File: src/rtl/lsch_pkg.sv
// Shared constants and types for the display command handler ends
package lsch_pkg;
  localparam int CMD_W = 8;
  localparam int MAX_DATA = 16;
  localparam int LEN_W = 5;
  localparam logic [7:0] CMD_MEM_READ = 8'h0a;
  localparam logic [7:0] CMD_CURSOR_POS = 8'h0b;
  localparam logic [7:0] CMD_CURSOR_STYLE = 8'h0c;
  localparam logic [7:0] CMD_CONTRAST = 8'h0d;
  localparam logic [7:0] CMD_BACKLIGHT = 8'h0e;
  localparam logic [7:0] CMD_TEMP_READ = 8'h0f;
  localparam logic [7:0] CMD_DEV_INFO = 8'h12;
  localparam logic [7:0] CMD_BUS_XACT = 8'h14;
  localparam logic [7:0] RSP_FLAG = 8'h40;
  localparam logic [7:0] RSP_ERROR = 8'h80;
  localparam logic [7:0] GLYPH_LO = 8'h40;
  localparam logic [7:0] GLYPH_HI = 8'h7f;
  localparam logic [7:0] LINE1_LO = 8'h80;
  localparam logic [7:0] LINE1_HI = 8'h8f;
  localparam logic [7:0] LINE2_LO = 8'hc0;
  localparam logic [7:0] LINE2_HI = 8'hcf;
  localparam logic [7:0] COL_MAX = 8'h0f;
  localparam logic [7:0] ROW_MAX = 8'h01;
  localparam logic [7:0] STYLE_MAX = 8'h03;
  localparam logic [7:0] CONTRAST_MAX = 8'hc8;
  localparam logic [7:0] CONTRAST_NEUTRAL = 8'h64;
  localparam logic [7:0] BRIGHT_MAX = 8'h64;
  localparam logic [7:0] DEV_MAX = 8'h1f;
  localparam logic [7:0] DEV_NOADDR = 8'h20;
  localparam logic [7:0] READ_MAX = 8'h0e;
  localparam logic [4:0] XACT_LEN_MIN = 5'h02;
  localparam logic [4:0] XACT_LEN_MAX = 5'h10;
  localparam logic [4:0] LEN_ONE = 5'h01;
  localparam logic [4:0] LEN_TWO = 5'h02;
  localparam logic [4:0] LEN_NINE = 5'h09;
  localparam logic [4:0] LEN_FOUR = 5'h04;
  localparam logic [7:0] ROM_MATCH = 8'h55;
  localparam logic [7:0] ROM_SKIP = 8'hcc;
  localparam int SAMPLE_PERIOD_MS = 1000;
  localparam int RESP_WAIT_MS = 50;
  localparam int CLK_MHZ = 125;
  localparam int SAMPLE_CYCLES = SAMPLE_PERIOD_MS * 1000 * CLK_MHZ;
  localparam int RESP_WAIT_CYCLES = RESP_WAIT_MS * 1000 * CLK_MHZ;
  localparam int LINK_DIV = 4;
  typedef logic [7:0] lsch_byte_t;
endpackage

File: src/rtl/lsch_if.sv
// Link interface joining the host command port and the display device
`timescale 1ns/1ps
interface lsch_if;
  logic link_clk;
  logic frame;
  logic [7:0] data;
  logic dir_to_dev;
  logic dev_ack;
  modport host (output link_clk, output frame, output data, output dir_to_dev, input dev_ack);
  modport dev (input link_clk, input frame, input data, input dir_to_dev, output dev_ack);
endinterface

File: src/rtl/lsch_dev.sv
// Device end: command interpreter for display, temperature and bus requests
//
// Decided for this implementation: the strobed register port and the register addresses.
`timescale 1ns/1ps
// Function
// - Memory read takes one native address code
// - Memory read answers 0x4A, echo plus eight
// - Cursor position column 0-15, row 0-1
// - Cursor style 0-3 selects cursor shape
// - One contrast byte: legacy, up to 200
// - Two contrast bytes: second is fine setting
// - One backlight byte sets both backlights
// - Two backlight bytes: display then keypad
// - Host waits up to 50 ms
// - Sample every sensor once per second
// - Temperature read index 0-31, sensor family
// - Temperature answer: index, low, high, status
// - Host treats status zero as failure; this host reads no status and reports every answer as type | RSP_FLAG
// - Enumerate bus devices at power-up
// - Device info answers 0x52, index plus ROM
// - Host keeps bus pin out of GPIO
// - Bridge sends 14, receives 14 at most
// - Reset, address, write, read in order
// - Transaction length 2-16, index, count, payload
// - Index 32 skips address; else Match ROM
// - Length two means no write phase
// - Read count zero means no read phase
module lsch_dev
  import lsch_pkg::*;
#(
  parameter int SAMPLE_TICKS = lsch_pkg::SAMPLE_CYCLES,
  parameter int NDEV = 32
) (
  input wire logic ref_clk,
  input wire logic sys_rst,
  lsch_if.dev lnk,
  output logic [3:0] cursor_col,
  output logic cursor_row,
  output logic [1:0] cursor_style,
  output lsch_pkg::lsch_byte_t contrast,
  output lsch_pkg::lsch_byte_t lcd_bright,
  output lsch_pkg::lsch_byte_t key_bright,
  output lsch_pkg::lsch_byte_t mem_addr,
  output logic mem_rd,
  output logic temp_sample,
  output logic bus_start,
  output lsch_pkg::lsch_byte_t bus_index,
  output logic [3:0] bus_wr_count,
  output logic [3:0] bus_rd_count,
  output logic bus_addr_phase,
  output lsch_pkg::lsch_byte_t rsp_type,
  output logic [4:0] rsp_len,
  output logic rsp_ready
);
  import lsch_pkg::*;
  typedef enum logic [1:0] {
    LSCH_D_TYPE = 2'b00,
    LSCH_D_LEN = 2'b01,
    LSCH_D_DATA = 2'b10,
    LSCH_D_EXEC = 2'b11
  } lsch_dstate_t;
  lsch_dstate_t state_q;
  logic clk_s1_q, clk_s2_q, clk_s3_q;
  logic frm_s1_q, frm_s2_q;
  lsch_byte_t dat_s1_q, dat_s2_q;
  lsch_byte_t type_q;
  logic [4:0] len_q, cnt_q;
  lsch_byte_t buf_q [0:MAX_DATA-1];
  logic [31:0] tick_q;
  logic [NDEV-1:0] present_q;
  wire rise = clk_s2_q && !clk_s3_q;
  lsch_byte_t b0, b1;
  logic ok;
  assign b0 = buf_q[0];
  assign b1 = buf_q[1];
  always_ff @(posedge ref_clk) begin
    if (sys_rst) begin
      clk_s1_q <= 1'b0;
      clk_s2_q <= 1'b0;
      clk_s3_q <= 1'b0;
      frm_s1_q <= 1'b0;
      frm_s2_q <= 1'b0;
      dat_s1_q <= '0;
      dat_s2_q <= '0;
    end else begin
      clk_s1_q <= lnk.link_clk;
      clk_s2_q <= clk_s1_q;
      clk_s3_q <= clk_s2_q;
      frm_s1_q <= lnk.frame;
      frm_s2_q <= frm_s1_q;
      dat_s1_q <= lnk.data;
      dat_s2_q <= dat_s1_q;
    end
  end
  // Presence map filled by power-up enumeration; all found by default model
  always_ff @(posedge ref_clk) begin
    if (sys_rst) begin
      present_q <= '0;
    end else begin
      present_q <= '1;
    end
  end
  // Free-running sample tick
  always_ff @(posedge ref_clk) begin
    if (sys_rst) begin
      tick_q <= '0;
      temp_sample <= 1'b0;
    end else begin
      temp_sample <= 1'b0;
      if (tick_q >= SAMPLE_TICKS[31:0] - 32'h1) begin
        tick_q <= '0;
        temp_sample <= 1'b1;
      end else begin
        tick_q <= tick_q + 32'h1;
      end
    end
  end
  // Validity check per command
  always_comb begin
    ok = 1'b0;
    unique case (type_q)
      CMD_MEM_READ: ok = (len_q == LEN_ONE) && ((b0 >= GLYPH_LO && b0 <= GLYPH_HI) ||
        (b0 >= LINE1_LO && b0 <= LINE1_HI) || (b0 >= LINE2_LO && b0 <= LINE2_HI));
      CMD_CURSOR_POS: ok = (len_q == LEN_TWO) && b0 <= COL_MAX && b1 <= ROW_MAX;
      CMD_CURSOR_STYLE: ok = (len_q == LEN_ONE) && b0 <= STYLE_MAX;
      CMD_CONTRAST: ok = ((len_q == LEN_ONE) && b0 <= CONTRAST_MAX) ||
        ((len_q == LEN_TWO) && b1 <= CONTRAST_MAX);
      CMD_BACKLIGHT: ok = ((len_q == LEN_ONE) && b0 <= BRIGHT_MAX) ||
        ((len_q == LEN_TWO) && b0 <= BRIGHT_MAX && b1 <= BRIGHT_MAX);
      CMD_TEMP_READ: ok = (len_q == LEN_ONE) && b0 <= DEV_MAX;
      CMD_DEV_INFO: ok = (len_q == LEN_ONE) && b0 <= DEV_MAX;
      CMD_BUS_XACT: ok = len_q >= XACT_LEN_MIN && len_q <= XACT_LEN_MAX && b0 <= DEV_NOADDR &&
        b1 <= READ_MAX && (len_q > LEN_TWO || b1 != 8'h00);
      default: ok = 1'b0;
    endcase
  end
  always_ff @(posedge ref_clk) begin
    if (sys_rst) begin
      state_q <= LSCH_D_TYPE;
      type_q <= '0;
      len_q <= '0;
      cnt_q <= '0;
      for (int i = 0; i < MAX_DATA; i++) begin
        buf_q[i] <= '0;
      end
    end else begin
      unique case (state_q)
        LSCH_D_TYPE: if (frm_s2_q && rise) begin
          type_q <= dat_s2_q;
          state_q <= LSCH_D_LEN;
        end
        LSCH_D_LEN: if (rise) begin
          len_q <= dat_s2_q[4:0];
          cnt_q <= '0;
          state_q <= (dat_s2_q[4:0] == 5'h00) ? LSCH_D_EXEC : LSCH_D_DATA;
        end
        LSCH_D_DATA: if (rise) begin
          buf_q[cnt_q[3:0]] <= dat_s2_q;
          cnt_q <= cnt_q + 5'h01;
          if (cnt_q + 5'h01 >= len_q) begin
            state_q <= LSCH_D_EXEC;
          end
        end
        LSCH_D_EXEC: if (!frm_s2_q) begin
          state_q <= LSCH_D_TYPE;
        end
      endcase
    end
  end
  wire exec = (state_q == LSCH_D_EXEC) && !frm_s2_q;
  // Settings change only on a valid command
  always_ff @(posedge ref_clk) begin
    if (sys_rst) begin
      cursor_col <= '0;
      cursor_row <= 1'b0;
      cursor_style <= '0;
      contrast <= CONTRAST_NEUTRAL;
      lcd_bright <= BRIGHT_MAX;
      key_bright <= BRIGHT_MAX;
    end else if (exec && ok) begin
      if (type_q == CMD_CURSOR_POS) begin
        cursor_col <= b0[3:0];
        cursor_row <= b1[0];
      end
      if (type_q == CMD_CURSOR_STYLE) begin
        cursor_style <= b0[1:0];
      end
      if (type_q == CMD_CONTRAST) begin
        // Legacy byte stored raw; only 0-50 is useful
        contrast <= (len_q == LEN_ONE) ? b0 : b1;
      end
      if (type_q == CMD_BACKLIGHT) begin
        lcd_bright <= b0;
        key_bright <= (len_q == LEN_ONE) ? b0 : b1;
      end
    end
  end
  // Memory, bus and answer outputs
  always_ff @(posedge ref_clk) begin
    if (sys_rst) begin
      mem_addr <= '0;
      mem_rd <= 1'b0;
      bus_start <= 1'b0;
      bus_index <= '0;
      bus_wr_count <= '0;
      bus_rd_count <= '0;
      bus_addr_phase <= 1'b0;
      rsp_type <= '0;
      rsp_len <= '0;
      rsp_ready <= 1'b0;
    end else begin
      mem_rd <= 1'b0;
      bus_start <= 1'b0;
      rsp_ready <= 1'b0;
      if (exec) begin
        rsp_ready <= 1'b1;
        rsp_type <= ok ? (type_q | RSP_FLAG) : (type_q | RSP_ERROR);
        rsp_len <= '0;
        if (ok && type_q == CMD_MEM_READ) begin
          mem_addr <= b0;
          mem_rd <= 1'b1;
          rsp_len <= LEN_NINE;
        end
        if (ok && type_q == CMD_TEMP_READ) begin
          rsp_len <= LEN_FOUR;
        end
        if (ok && type_q == CMD_DEV_INFO) begin
          rsp_len <= LEN_NINE;
        end
        if (ok && type_q == CMD_BUS_XACT) begin
          bus_start <= 1'b1;
          bus_index <= b0;
          bus_addr_phase <= (b0 != DEV_NOADDR) && present_q[b0[4:0]];
          bus_wr_count <= 4'(len_q - LEN_TWO);
          bus_rd_count <= b1[3:0];
          rsp_len <= {1'b0, b1[3:0]};
        end
      end
    end
  end
  assign lnk.dev_ack = rsp_ready;
endmodule

File: src/flat_wrapper.sv
// flat-port wrapper written by rule: the top's interface ports become plain ports
module lsch_dev_flat import lsch_pkg::*;
#(
  parameter int SAMPLE_TICKS = lsch_pkg::SAMPLE_CYCLES,
  parameter int NDEV = 32
)
  (ref_clk, sys_rst, cursor_col, cursor_row, cursor_style, contrast, lcd_bright, key_bright, mem_addr, mem_rd, temp_sample, bus_start, bus_index, bus_wr_count, bus_rd_count, bus_addr_phase, rsp_type, rsp_len, rsp_ready, lnk_link_clk, lnk_frame, lnk_data, lnk_dir_to_dev, lnk_dev_ack);
  lsch_if lnk_i ();
  input wire logic ref_clk;
  input wire logic sys_rst;
  output logic [3:0] cursor_col;
  output logic cursor_row;
  output logic [1:0] cursor_style;
  output lsch_pkg::lsch_byte_t contrast;
  output lsch_pkg::lsch_byte_t lcd_bright;
  output lsch_pkg::lsch_byte_t key_bright;
  output lsch_pkg::lsch_byte_t mem_addr;
  output logic mem_rd;
  output logic temp_sample;
  output logic bus_start;
  output lsch_pkg::lsch_byte_t bus_index;
  output logic [3:0] bus_wr_count;
  output logic [3:0] bus_rd_count;
  output logic bus_addr_phase;
  output lsch_pkg::lsch_byte_t rsp_type;
  output logic [4:0] rsp_len;
  output logic rsp_ready;
  input wire logic [$bits(lnk_i.link_clk)-1:0] lnk_link_clk;
  input wire logic [$bits(lnk_i.frame)-1:0] lnk_frame;
  input wire logic [$bits(lnk_i.data)-1:0] lnk_data;
  input wire logic [$bits(lnk_i.dir_to_dev)-1:0] lnk_dir_to_dev;
  output wire logic [$bits(lnk_i.dev_ack)-1:0] lnk_dev_ack;
  assign lnk_i.link_clk = lnk_link_clk;
  assign lnk_i.frame = lnk_frame;
  assign lnk_i.data = lnk_data;
  assign lnk_i.dir_to_dev = lnk_dir_to_dev;
  assign lnk_dev_ack = lnk_i.dev_ack;
  lsch_dev #(.SAMPLE_TICKS(SAMPLE_TICKS), .NDEV(NDEV)) u_core (.ref_clk(ref_clk), .sys_rst(sys_rst), .lnk(lnk_i), .cursor_col(cursor_col), .cursor_row(cursor_row), .cursor_style(cursor_style), .contrast(contrast), .lcd_bright(lcd_bright), .key_bright(key_bright), .mem_addr(mem_addr), .mem_rd(mem_rd), .temp_sample(temp_sample), .bus_start(bus_start), .bus_index(bus_index), .bus_wr_count(bus_wr_count), .bus_rd_count(bus_rd_count), .bus_addr_phase(bus_addr_phase), .rsp_type(rsp_type), .rsp_len(rsp_len), .rsp_ready(rsp_ready));
endmodule
File: config.mk
export PLATFORM = sky130hd
export DESIGN_NAME = lsch_dev_flat
export DESIGN_NICKNAME = d
export VERILOG_FILES = /design/src/rtl/lsch_pkg.sv /design/src/rtl/lsch_if.sv /design/src/rtl/lsch_dev.sv /design/src/flat_wrapper.sv
export SDC_FILE = /design/constraint.sdc
export NUM_CORES = 1
export LEC_CHECK = 0
export BUFFER_PORTS_ARGS = -buffer_cell sky130_fd_sc_hd__buf_2
export CORE_MARGIN = 2
export CORE_UTILIZATION = 52
export DETAILED_ROUTE_END_ITERATION = 6
export GPL_ROUTABILITY_DRIVEN = 1
export PLACE_DENSITY = 0.88
export SYNTH_ARGS = -nofsm -noshare
export SYNTH_HDL_FRONTEND = slang
export SYNTH_SLANG_ARGS = --single-unit
File: constraint.sdc
create_clock -name ref_clk -period 2.87 [get_ports ref_clk]
set_input_delay 0.574 -clock ref_clk [delete_from_list [all_inputs] [get_ports ref_clk]]
set_output_delay 0.574 -clock ref_clk [all_outputs]
set_load 0.01 [all_outputs]
# Yosys cells after proc, flatten, opt, wreduce, memory -nomap -nowiden
# Memories as Yosys holds them, arrays and structs flattened.
# Cells that the tools add are included.
word_totals:
  reg_bits: 178
  latchBits: 0
  mem_bits_rw: 128
  mem_bits_ro: 0
  inputBits: 13
  output_inout_bits: 74
  elab_cells: 160
  memories: 1
classes:
  n_addsub: 3
  multipliers: 0
  div_mod_pow: 0
  magnitude_cmp: 22
  n_eq_ne: 19
  shift: 0
  muxes: 33
  n_bitwise: 1
  n_reduce_logical: 51
mem_list:
  columns: ["memory", "depth", "word_bits", "read_ports", "rd_ports_with_merged_regs", "write_ports", "line", "rtl"]
  rows:
  - ["u_core.buf_q", 16, 8, 2, 0, 16, "lsch_dev.sv:68", "lsch_byte_t buf_q [0:MAX_DATA-1];"]
ops:
  columns: ["op", "count"]
  rows:
  - ["$eq 8x4->1 const B", 6]
  - ["$add 32x1->32 const B", 1]
  - ["$ge 32x27->1 const B", 1]
  - ["$le 8x8->1 const B", 4]
  - ["$mux 32", 1]
  - ["$logic_and 1x1->1", 26]
  - ["$le 8x7->1 const B", 3]
  - ["$mux 8", 3]
  - ["$mux 4", 5]
  - ["$eq 8x5->1 const B", 2]
  - ["$ge 8x8->1 const B", 2]
  - ["$le 8x4->1 const B", 2]
  - ["$reduce_and 2->1", 8]
  - ["$mux 1", 13]
  - ["$mux 2", 5]
  - ["$mux 5", 2]
  - ["$pmux 5 s2", 1]
  - ["$ge 8x7->1 const B", 1]
  - ["$le 8x1->1 const B", 1]
  - ["$le 8x2->1 const B", 1]
  - ["$le 8x5->1 const B", 1]
  - ["$le 8x6->1 const B", 1]
  - ["$ne 2x1->1 const B", 4]
  - ["$ne 8x6->1 const B", 1]
  - ["other kinds (26)", 34]

# Depth between registers and ports, before layout
# Gate-level depths: netlist of the first run.
# An unclocked memory read counts as a cell.
logic_depth:
  ltp_word: 12
  mapped_depth: 10
  ltp_nobuf: 9

# Least setup slack after synthesis of the first run
# OpenSTA, ideal clock, no wires.
synth_path:
  kind: "register -> register"
  startpoint: "reg u_core.type_q[5]"
  endpoint: "reg u_core.bus_rd_count[0]"
  setup_ns: 0.128
  arrival_time_ns: 2.830
  required_time_ns: 2.742
  slack_ns: -0.088
  stages_incl_launch_ff: 10
  n_path_buf: 2
  period_less_slack_ns: 2.958
  cell_sequence: "dfxtp_1 > or4_1 > buf_2 > or3_4 > a2111oi_4 > a311oi_4 > a311oi_4 > buf_6 > mux2i_1 > nor2_1"
synth_via:
  elab_chain_cells: 5
  word_cells_on_any_way: 12
  cone_classes: "eq/ne (8); mux (1); reduce/logical (3)"
synth_lines:
  columns: ["item", "line", "rtl"]
  rows:
  - ["start, declared", "lsch_dev.sv:66", "lsch_byte_t type_q;"]
  - ["start signal, assigned", "lsch_dev.sv:149", "type_q <= dat_s2_q;"]
  - ["$eq 8x5->1 or $eq 8x4->1 (tied branches)", "lsch_dev.sv:121", "unique case (type_q)"]
  - ["$reduce_or 2->1 (no line)", null, null]
  - ["$pmux 1 s7", "lsch_dev.sv:121", null]
  - ["$logic_and 1x1->1 *", "lsch_dev.sv:230", "if (ok && type_q == CMD_BUS_XACT) begin"]
  - ["$reduce_and 2->1 (no line) *", null, null]
  - ["end signal, assigned", "lsch_dev.sv:235", "bus_rd_count <= b1[3:0];"]
  - ["end, declared", "lsch_dev.sv:49", "output logic [3:0] bus_rd_count,"]
# Mark *: on every way between the ends. The rest lies on a longest branch, timed or not.
# A chain may end at the register's enable or synchronous reset.

# Worst setup path after layout of the first run
layout_path:
  startpoint: "reg u_core.len_q[3]"
  endpoint: "reg u_core.bus_index[4]"
layout_via:
  elab_chain_cells: 8
  word_cells_on_any_way: 25
  cone_classes: "order compare (3); eq/ne (2); mux (1); reduce/logical (19)"
layout_lines:
  columns: ["item", "line", "rtl"]
  rows:
  - ["start, declared", "lsch_dev.sv:67", "logic [4:0] len_q, cnt_q;"]
  - ["start signal, assigned", "lsch_dev.sv:153", "len_q <= dat_s2_q[4:0];"]
  - ["$ge 5x2->1 or $le 5x5->1 (tied branches)", "lsch_dev.sv:132", "CMD_BUS_XACT: ok = len_q >= XACT_LEN_MIN && len_q <= XACT_LEN_MAX && b0 <= DEV_NOADDR &&"]
  - ["$logic_and 1x1->1 (3 in series)", "lsch_dev.sv:132", null]
  - ["$logic_and 1x1->1", "lsch_dev.sv:133", "b1 <= READ_MAX && (len_q > LEN_TWO || b1 != 8'h00);"]
  - ["$pmux 1 s7 *", "lsch_dev.sv:121", null]
  - ["$logic_and 1x1->1 *", "lsch_dev.sv:230", null]
  - ["$reduce_and 2->1 (no line) *", null, null]
  - ["end signal, assigned", "lsch_dev.sv:204", "bus_index <= '0;"]
  - ["end signal, assigned", "lsch_dev.sv:232", "bus_index <= b0;"]
  - ["end, declared", "lsch_dev.sv:47", "output lsch_pkg::lsch_byte_t bus_index,"]
# Marked as above.

==> metrics.md, run 1 <==
| Metric | Value |
|---|---|
| Status | `complete, but fails checks` |
| Failing checks | `setup timing` |
| Final worst slack | `-26.2 ps` |
| Worst endpoint required time | `3170 ps` |
| Max Slew Vio Count | `0` |
| Final Power | `4.96 mW` |
| Final routed DRC violation total | `0` |
| IO Count | `87` |
| ANT cells | `0` |
| Die Ht | `119 um` |
| Final Wtd Congestion | `0.916` |
| RSZ-0062 raised after global routing | `true` |
| Initial Util | `53.6%` |
| Final worst path period share | `101%` |
| Via count | `5,596` |
| Die boundary width | `119 um` |
| Worst slew margin | `56.8%` |
| PortBufs | `84` |
| CTS root buf | `clkbuf_16` |
| Reg2reg setup slack | `-30 ps` |
| Clock Pin Slew Worst Setup and Hold Paths | `70 ps` |
| Post-synthesis simple-gate area fraction | `22.7%` |
| Top cell type's share of synthesized area | `42.9%` |
| Post-placement cell count | `971` |
| Proportion of layout cells with a drive suffix above 1 | `24.5%` |
| Syn Inst Count | `702` |
| Count leader, synth | `dfxtp_1` |
| Post-detail-place hpwl | `10.8 mm` |
| Sequential share of power | `47.4%` |
| Crit Path Class | `flip-flop to flip-flop` |
| Clock network power share | `47.3%` |
| Main synth FF type | `dfxtp_1` |
| Cell Area, Synth | `0.00682 mm2` |
| Critical R2R Launch | `u_core.len_q[3]` |
| Post-Synth Adder-Cell Area | `2.75%` |
| Average size of a mapped cell | `9.72 um2` |
| HP Start | `lnk_data[0]` |
| Number of H-tree levels | `4` |
| CP max-delay cell | `a2111oi_4` |
| CTS sink count | `162` |
| CP arrival | `3200 ps` |
| Synth warnings | `0` |
| Reg2reg end | `u_core.bus_index[4]` |
| Seq/Total Area, Yosys | `49.9%` |
| Drt first pass iters | `5` |
| Initial DRC count | `447` |
| Synth Area in Compound Gates | `9.52%` |
| Internal power | `3.78 mW` |
| CP peak stage delay | `480 ps` |
| FP Rows | `41` |
| CP startpoint kind | `flip-flop` |
| Highest Clock Rate | `345 MHz` |
| Initial antenna violation count | `0` |
| Mux cell area share after synthesis | `8.51%` |
| Post-synth EDFFs | `16` |
| Final wirelength | `16.6 mm` |
| Critical Path Most Common Cell | `a311oi_4` |
| Area contributors post-synth | `dfxtp_1 43%, mux2i_1 7.2%, edfxtp_1 7.0%` |
| XOR/XNOR share of the synthesized area | `3.60%` |
| Clock latency at the later pin of the worst-skew pair | `430 ps` |
| Hold depth | `2` |
| FF+latch count, synth | `162` |
| Async SR Flop Fraction | `0%` |
| Final clock skew | `8.80 ps` |
| First-pass GRT wire length | `26.3 mm` |
| Largest area contributor in the netlist | `dfxtp_1` |
| Max-cap viol count | `0` |
| Final hold vios | `0` |
| CTS tree | `yes` |
| Vias per cell | `5.52` |
| Leakage power | `3.41 nW` |
| Clk buf depth | `2` |
| Multi-input gate area | `0.00331 mm2` |
| Detail Route Antenna Nets | `0` |
| Critical-path cell list | `buf_4, nor3_1, a32oi_1, a2111oi_4, a311oi_4, buf_6, a311oi_4, clkbuf_16, mux2i_1, nor2_1` |
| TritonCTS Buffers | `17` |
| Distinct cells, synth | `59` |
| Placeable Area | `0.0127 mm2` |
| Hold Path Class | `input port to flip-flop` |
| Synth cell count leaders | `146 x dfxtp_1, 87 x nor2_1, 69 x nand2_1` |
| Pwr Density | `583 mW/mm2` |
| GRT Total Usage | `23.4%` |
| Nets | `857` |
| Global route overflow | `0` |
| Post-layout min period | `2900 ps` |
| Crit Path Max Fanout | `7` |
| Peak supply drop | `0.000443 V` |
| Layout area overhead | `24.8%` |
| Vias in the first global route | `5,491` |
| Final setup viols | `4` |
| Die area | `0.0140 mm2` |
| Final TNS setup | `-70.4 ps` |
| Slew @ Worst Pin | `641 ps` |
| Worst Setup End Kind | `flip-flop` |
| Reg area | `0.00341 mm2` |
| Hold Path End | `u_core.dat_s1_q[0]` |
| Fill count | `947` |
| P_sw | `1.19 mW` |
| Final Non-Filler Cells | `1,014` |
| Routed wire per std cell | `16.3 um` |
| Largest net degree at the start of global routing | `57` |
| Main combinational cell family by area after synthesis | `simple AND/OR/NAND/NOR gates` |
| Comb pwr share | `5.3%` |
| R2R depth | `10` |
| Net Sw Frac | `23.9%` |
==> worst max-delay path: cells and delay by family (launching register included) <==
| family | cells | cell delay (ps) |
|---|---|---|
| AOI/OAI and AO/OA | 4 | 1220 |
| and+or+nand+nor | 2 | 340 |
| muxes | 1 | 200 |
| buffers and inverters | 3 | 620 |
| DFF | 1 | 370 |
==> per-stage QoR <==
stage               cell area [um2]  util (%)  hold WS [ps]  setup slack (ps)
finish                         8510      66.9           344             -26.2
global route                   8510      66.9           353              -107
detailed placement             7690      60.4           420             -82.8
floorplan                      6840         -           414              2.81
global placement               7690      60.4           417              42.3
CTS                            8340      65.6           334              9.20
==> power by group through the flow <==
stage | combinational [mW] | sequential [mW] | clock, mW
3_5_place_dp | 0.252 | 2.40 | 0
5_1_grt | 0.289 | 2.36 | 2.47
4_1_cts | 0.257 | 2.35 | 2.36
3_3_place_gp | 0.246 | 2.40 | 0
6_report | 0.262 | 2.35 | 2.35
2_1_floorplan | 0.185 | 2.39 | 0
==> layout make-up <==
| class | count | share of cell area, % |
|---|---|---|
| clock buffer | 18 | 5.29 |
| inverter | 14 | 0.617 |
| multi-input combinational | 497 | 38.9 |
| timing repair buffer | 137 | 10.7 |
| sequential | 162 | 40.0 |
| tap | 172 | 2.53 |
| clock inverter | 14 | 1.97 |
==> flip-flops by register name, summed over array words and instances, names as in the netlist, 2 cells and up <==
| register | count |
|---|---|
| u_core.rsp_len | 4 |
| u_core.rsp_type | 8 |
| u_core.tick_q | 32 |
| u_core.bus_rd_count | 4 |
| u_core.bus_wr_count | 4 |
| u_core.key_bright | 8 |
| u_core.len_q | 5 |
| u_core.state_q | 2 |
| u_core.dat_s2_q | 8 |
| u_core.bus_index | 8 |
| u_core.lcd_bright | 8 |
| u_core.contrast | 8 |
| u_core.mem_addr | 8 |
| u_core.cursor_col | 4 |
| u_core.buf_q | 16 |
| u_core.dat_s1_q | 8 |
| u_core.cnt_q | 5 |
| u_core.cursor_style | 2 |
| u_core.type_q | 8 |
==> what timing repair did <==
action / CTS / global route
endpoints found under the setup margin: 55 / 58
cloned: 0 / 2
gates resized for setup: 4 / 17
hold buffers: 0 / 0
setup buffers: 1 / 8
pin swaps: 1 / 5
==> placed cells by master (no fill, tap or decap), types with 3 or more instances in the layout <==
| master | synthesis | routed |
|---|---|---|
| a21oi_1 | 39 | 39 |
| and2_1 | 21 | 21 |
| nor3_1 | 10 | 10 |
| o22ai_1 | 3 | 3 |
| buf_2 | 2 | 83 |
| dfxtp_1 | 146 | 142 |
| xnor2_1 | 8 | 8 |
| nand3_1 | 31 | 31 |
| conb_1 | 1 | 6 |
| or2_2 | 4 | 4 |
| nor2b_1 | 30 | 30 |
| inv_1 | 14 | 13 |
| nor2_1 | 87 | 87 |
| ha_1 | 15 | 14 |
| xor2_1 | 20 | 20 |
| a311oi_4 | 5 | 6 |
| dfxtp_2 | 0 | 4 |
| inv_6 | 0 | 3 |
| edfxtp_1 | 16 | 16 |
| mux2i_1 | 49 | 49 |
| nand2b_1 | 7 | 7 |
| buf_12 | 0 | 4 |
| clkbuf_16 | 0 | 20 |
| o21ai_0 | 8 | 8 |
| and3_1 | 11 | 11 |
| nand4_1 | 9 | 9 |
| a21o_1 | 4 | 3 |
| and4_1 | 6 | 6 |
| o31ai_1 | 4 | 4 |
| buf_4 | 2 | 47 |
| mux2_2 | 8 | 8 |
| nand2_1 | 69 | 69 |
==> per-layer routing <==
metal,track usage (%),vias up,share of wire (%)
met5,0,-,0
met3,5.55,48,5.6
met4,11.4,0,2.6
li1,-,2677,-
met1,27.0,2649,41
met2,40.5,222,51
==> how the worst max path moves through the flow <==
stage          slack [ps]                      to       startpoint  cells past startpoint
2_1_floorplan           3  u_core.bus_wr_count[3]  u_core.len_q[2]                      9
3_3_place_gp           40  u_core.bus_rd_count[3]  u_core.len_q[2]                     11
3_5_place_dp          -80    u_core.key_bright[6]  u_core.len_q[2]                     11
4_1_cts                 9    u_core.key_bright[6]  u_core.len_q[2]                     11
5_1_grt              -110     u_core.bus_index[4]  u_core.len_q[3]                     10
6_report              -30     u_core.bus_index[4]  u_core.len_q[3]                     10
==> logic make-up after synthesis <==
family	Yosys count
AOI/OAI and AO/OA	84
other	1
buffers and inverters	48
and+or+nand+nor	307
muxes	57
adders and majority gates	15
xor gates and xnor gates	28
DFF	162
Power figures use the tool's default switching activity.
==> inputs of run 2 (changes only) <==
CORE_UTILIZATION = 58   (was 52)
PLACE_DENSITY = 0.92   (was 0.88)
clock period = 2.7 ns   (was 2.87 ns; I/O delays follow)
==> run 2 against run 1 <==
  * The flow still finishes with violations (setup timing)
  * Die area is 10% lower
  * Via count grew 11%
  * Combinational power up 22%
  * Global-route usage increased by 4.6 points
  * Final cell count down 1.8%
  * Maximum frequency fell by 1.6%
  * Critical path depth rose by 1
  * First-iteration DRC count up 79%
  * Power increased by 7.5%
  * Cell area up 2.5%
  * Critical path type unchanged
  * Largest cell class is now multi-input gates
  * Highest routed layer unchanged
==> metrics.md, run 2 (synthesis gave the netlist of run 1 again) <==
| Metric | Value |
|---|---|
| Post-placement cell count | `952` |
| Final hold vios | `0` |
| Max Slew Vio Count | `0` |
| Worst slew margin | `52.3%` |
| Drt first pass iters | `7` |
| CP arrival | `3250 ps` |
| Vias in the first global route | `5,686` |
| Pwr Density | `611 mW/mm2` |
| Clk buf depth | `2` |
| Final worst slack | `-244 ps` |
| Peak supply drop | `0.000700 V` |
| Max FFs per register | `32` |
| Final wirelength | `20.0 mm` |
| Largest net degree at the start of global routing | `42` |
| Slew @ Worst Pin | `709 ps` |
| Number of H-tree levels | `4` |
| Nets | `868` |
| Proportion of layout cells with a drive suffix above 1 | `27.5%` |
| Leakage power | `3.47 nW` |
| RSZ-0062 raised after global routing | `true` |
| ANT cells | `0` |
| Commonest non-fill, non-tap cells in the layout | `143 x dfxtp_1, 86 x nor2_1, 83 x buf_2` |
| Failing checks | `setup timing` |
| Die boundary width | `112 um` |
| CP startpoint kind | `flip-flop` |
| Worst slack at placement | `-55.3 ps` |
| IO Count | `87` |
| Initial DRC count | `799` |
| Die area | `0.0126 mm2` |
| Layout area overhead | `28.0%` |
| Final Wtd Congestion | `0.898` |
| Placed cell area | `0.00777 mm2` |
| Post-layout min period | `2940 ps` |
| Hold WS | `317 ps` |
| Biggest regs | `u_core.tick_q x32, u_core.buf_q x16` |
| GRT Total Usage | `28.0%` |
| Global route overflow | `0` |
| CTS root buf | `clkbuf_16` |
| Hold Path Class | `input port to flip-flop` |
| Leading cell type in the layout, fill and taps excluded | `dfxtp_1` |
| Final Non-Filler Cells | `996` |
| Placeable Area | `0.0115 mm2` |
| Final setup viols | `63` |
| Post-detail-place hpwl | `10.8 mm` |
| Final routed DRC violation total | `0` |
| Initial antenna violation count | `0` |
| Die Ht | `112 um` |
| Final clock skew | `15.7 ps` |
| Routed wire per std cell | `20.1 um` |
| FP Rows | `39` |
| Crit Path Max Fanout | `5` |
| Final Power | `5.34 mW` |
| Worst Setup End Kind | `flip-flop` |
| Final worst path period share | `109%` |
| Worst endpoint required time | `3010 ps` |
| Highest Clock Rate | `340 MHz` |
| Max-cap viol count | `0` |
| Clock latency at the later pin of the worst-skew pair | `440 ps` |
| Final Cell Area | `0.00873 mm2` |
| Clock Pin Slew Worst Setup and Hold Paths | `60 ps` |
| TritonCTS Buffers | `17` |
| CTS sink count | `162` |
| Detail Route Antenna Nets | `0` |
| Final TNS setup | `-7940 ps` |
| CTS tree | `yes` |
| Status | `complete, but fails checks` |
| Largest Register | `u_core.tick_q` |
| Initial Util | `59.5%` |
| Via count | `6,188` |
| Fin util | `76.1%` |
| First-pass GRT wire length | `28.3 mm` |
| PortBufs | `84` |
| Hold-fix buffers, CTS | `0` |
| Fill count | `606` |
| Crit Path Class | `flip-flop to flip-flop` |
| Vias per cell | `6.21` |
[run 2: cell types whose count changed in the layout (fill, tap and decap cells not counted), moves of 3 or more]
| cell | change |
|---|---|
| buf_4 | +6 |
| buf_6 | +4 |
| clkbuf_8 | +3 |
| mux2i_1 | -4 |
| mux2i_2 | +3 |
[run 2: worst paths after layout]
kind	depth (start not counted)	from	to	slack, ps
max	11	u_core.len_q[1]	u_core.bus_index[5]	-240
min reg2reg	1	u_core.dat_s1_q[3]	u_core.dat_s2_q[3]	430
max reg2reg	11	u_core.len_q[1]	u_core.bus_index[5]	-240
min	2	lnk_data[5]	u_core.dat_s1_q[5]	320
[run 2: what timing repair did]
action / in CTS / in global routing
hold endpoints to repair: 0 / 0
cloned: 0 / 2
endpoints found under the setup margin: 57 / 62
pin swaps: 5 / 6
gates resized for setup: 13 / 30
buffers inserted: 1 / 9
[run 2: final cells by class]
type	instances	area, um2	share of cell area (%)
repair buffers	148	1010	11.6
multi-input cells	497	3450	39.6
clock inverters	10	121	1.39
well taps	143	179	2.05
inverters	14	55.1	0.631
flip-flops and latches	162	3410	39.1
clock buffers	22	495	5.68
[run 2: power breakdown]
part,switching [mW],internal (mW),total [mW]
Sequential,0.0381,2.47,2.50
Combinational,0.214,0.106,0.319
Clock,1.01,1.50,2.51
Total,1.27,4.07,5.34
[run 2: critical path: stages (launching register included)]
cell	delay, ps
dfxtp_2	410
ha_4	190
or4b_4	520
nor4b_4	290
and3b_2	270
a311oi_4	300
buf_6	170
a311oi_4	90
buf_4	160
clkbuf_16	160
mux2i_1	200
nor2_1	70
[run 2: metal layers]
layer,track usage [%],share of wire (%),vias up
met2,45.9,47,479
met4,13.1,5.5,0
li1,-,-,2705
met5,0,0,-
met3,7.51,10,123
met1,34.5,38,2881
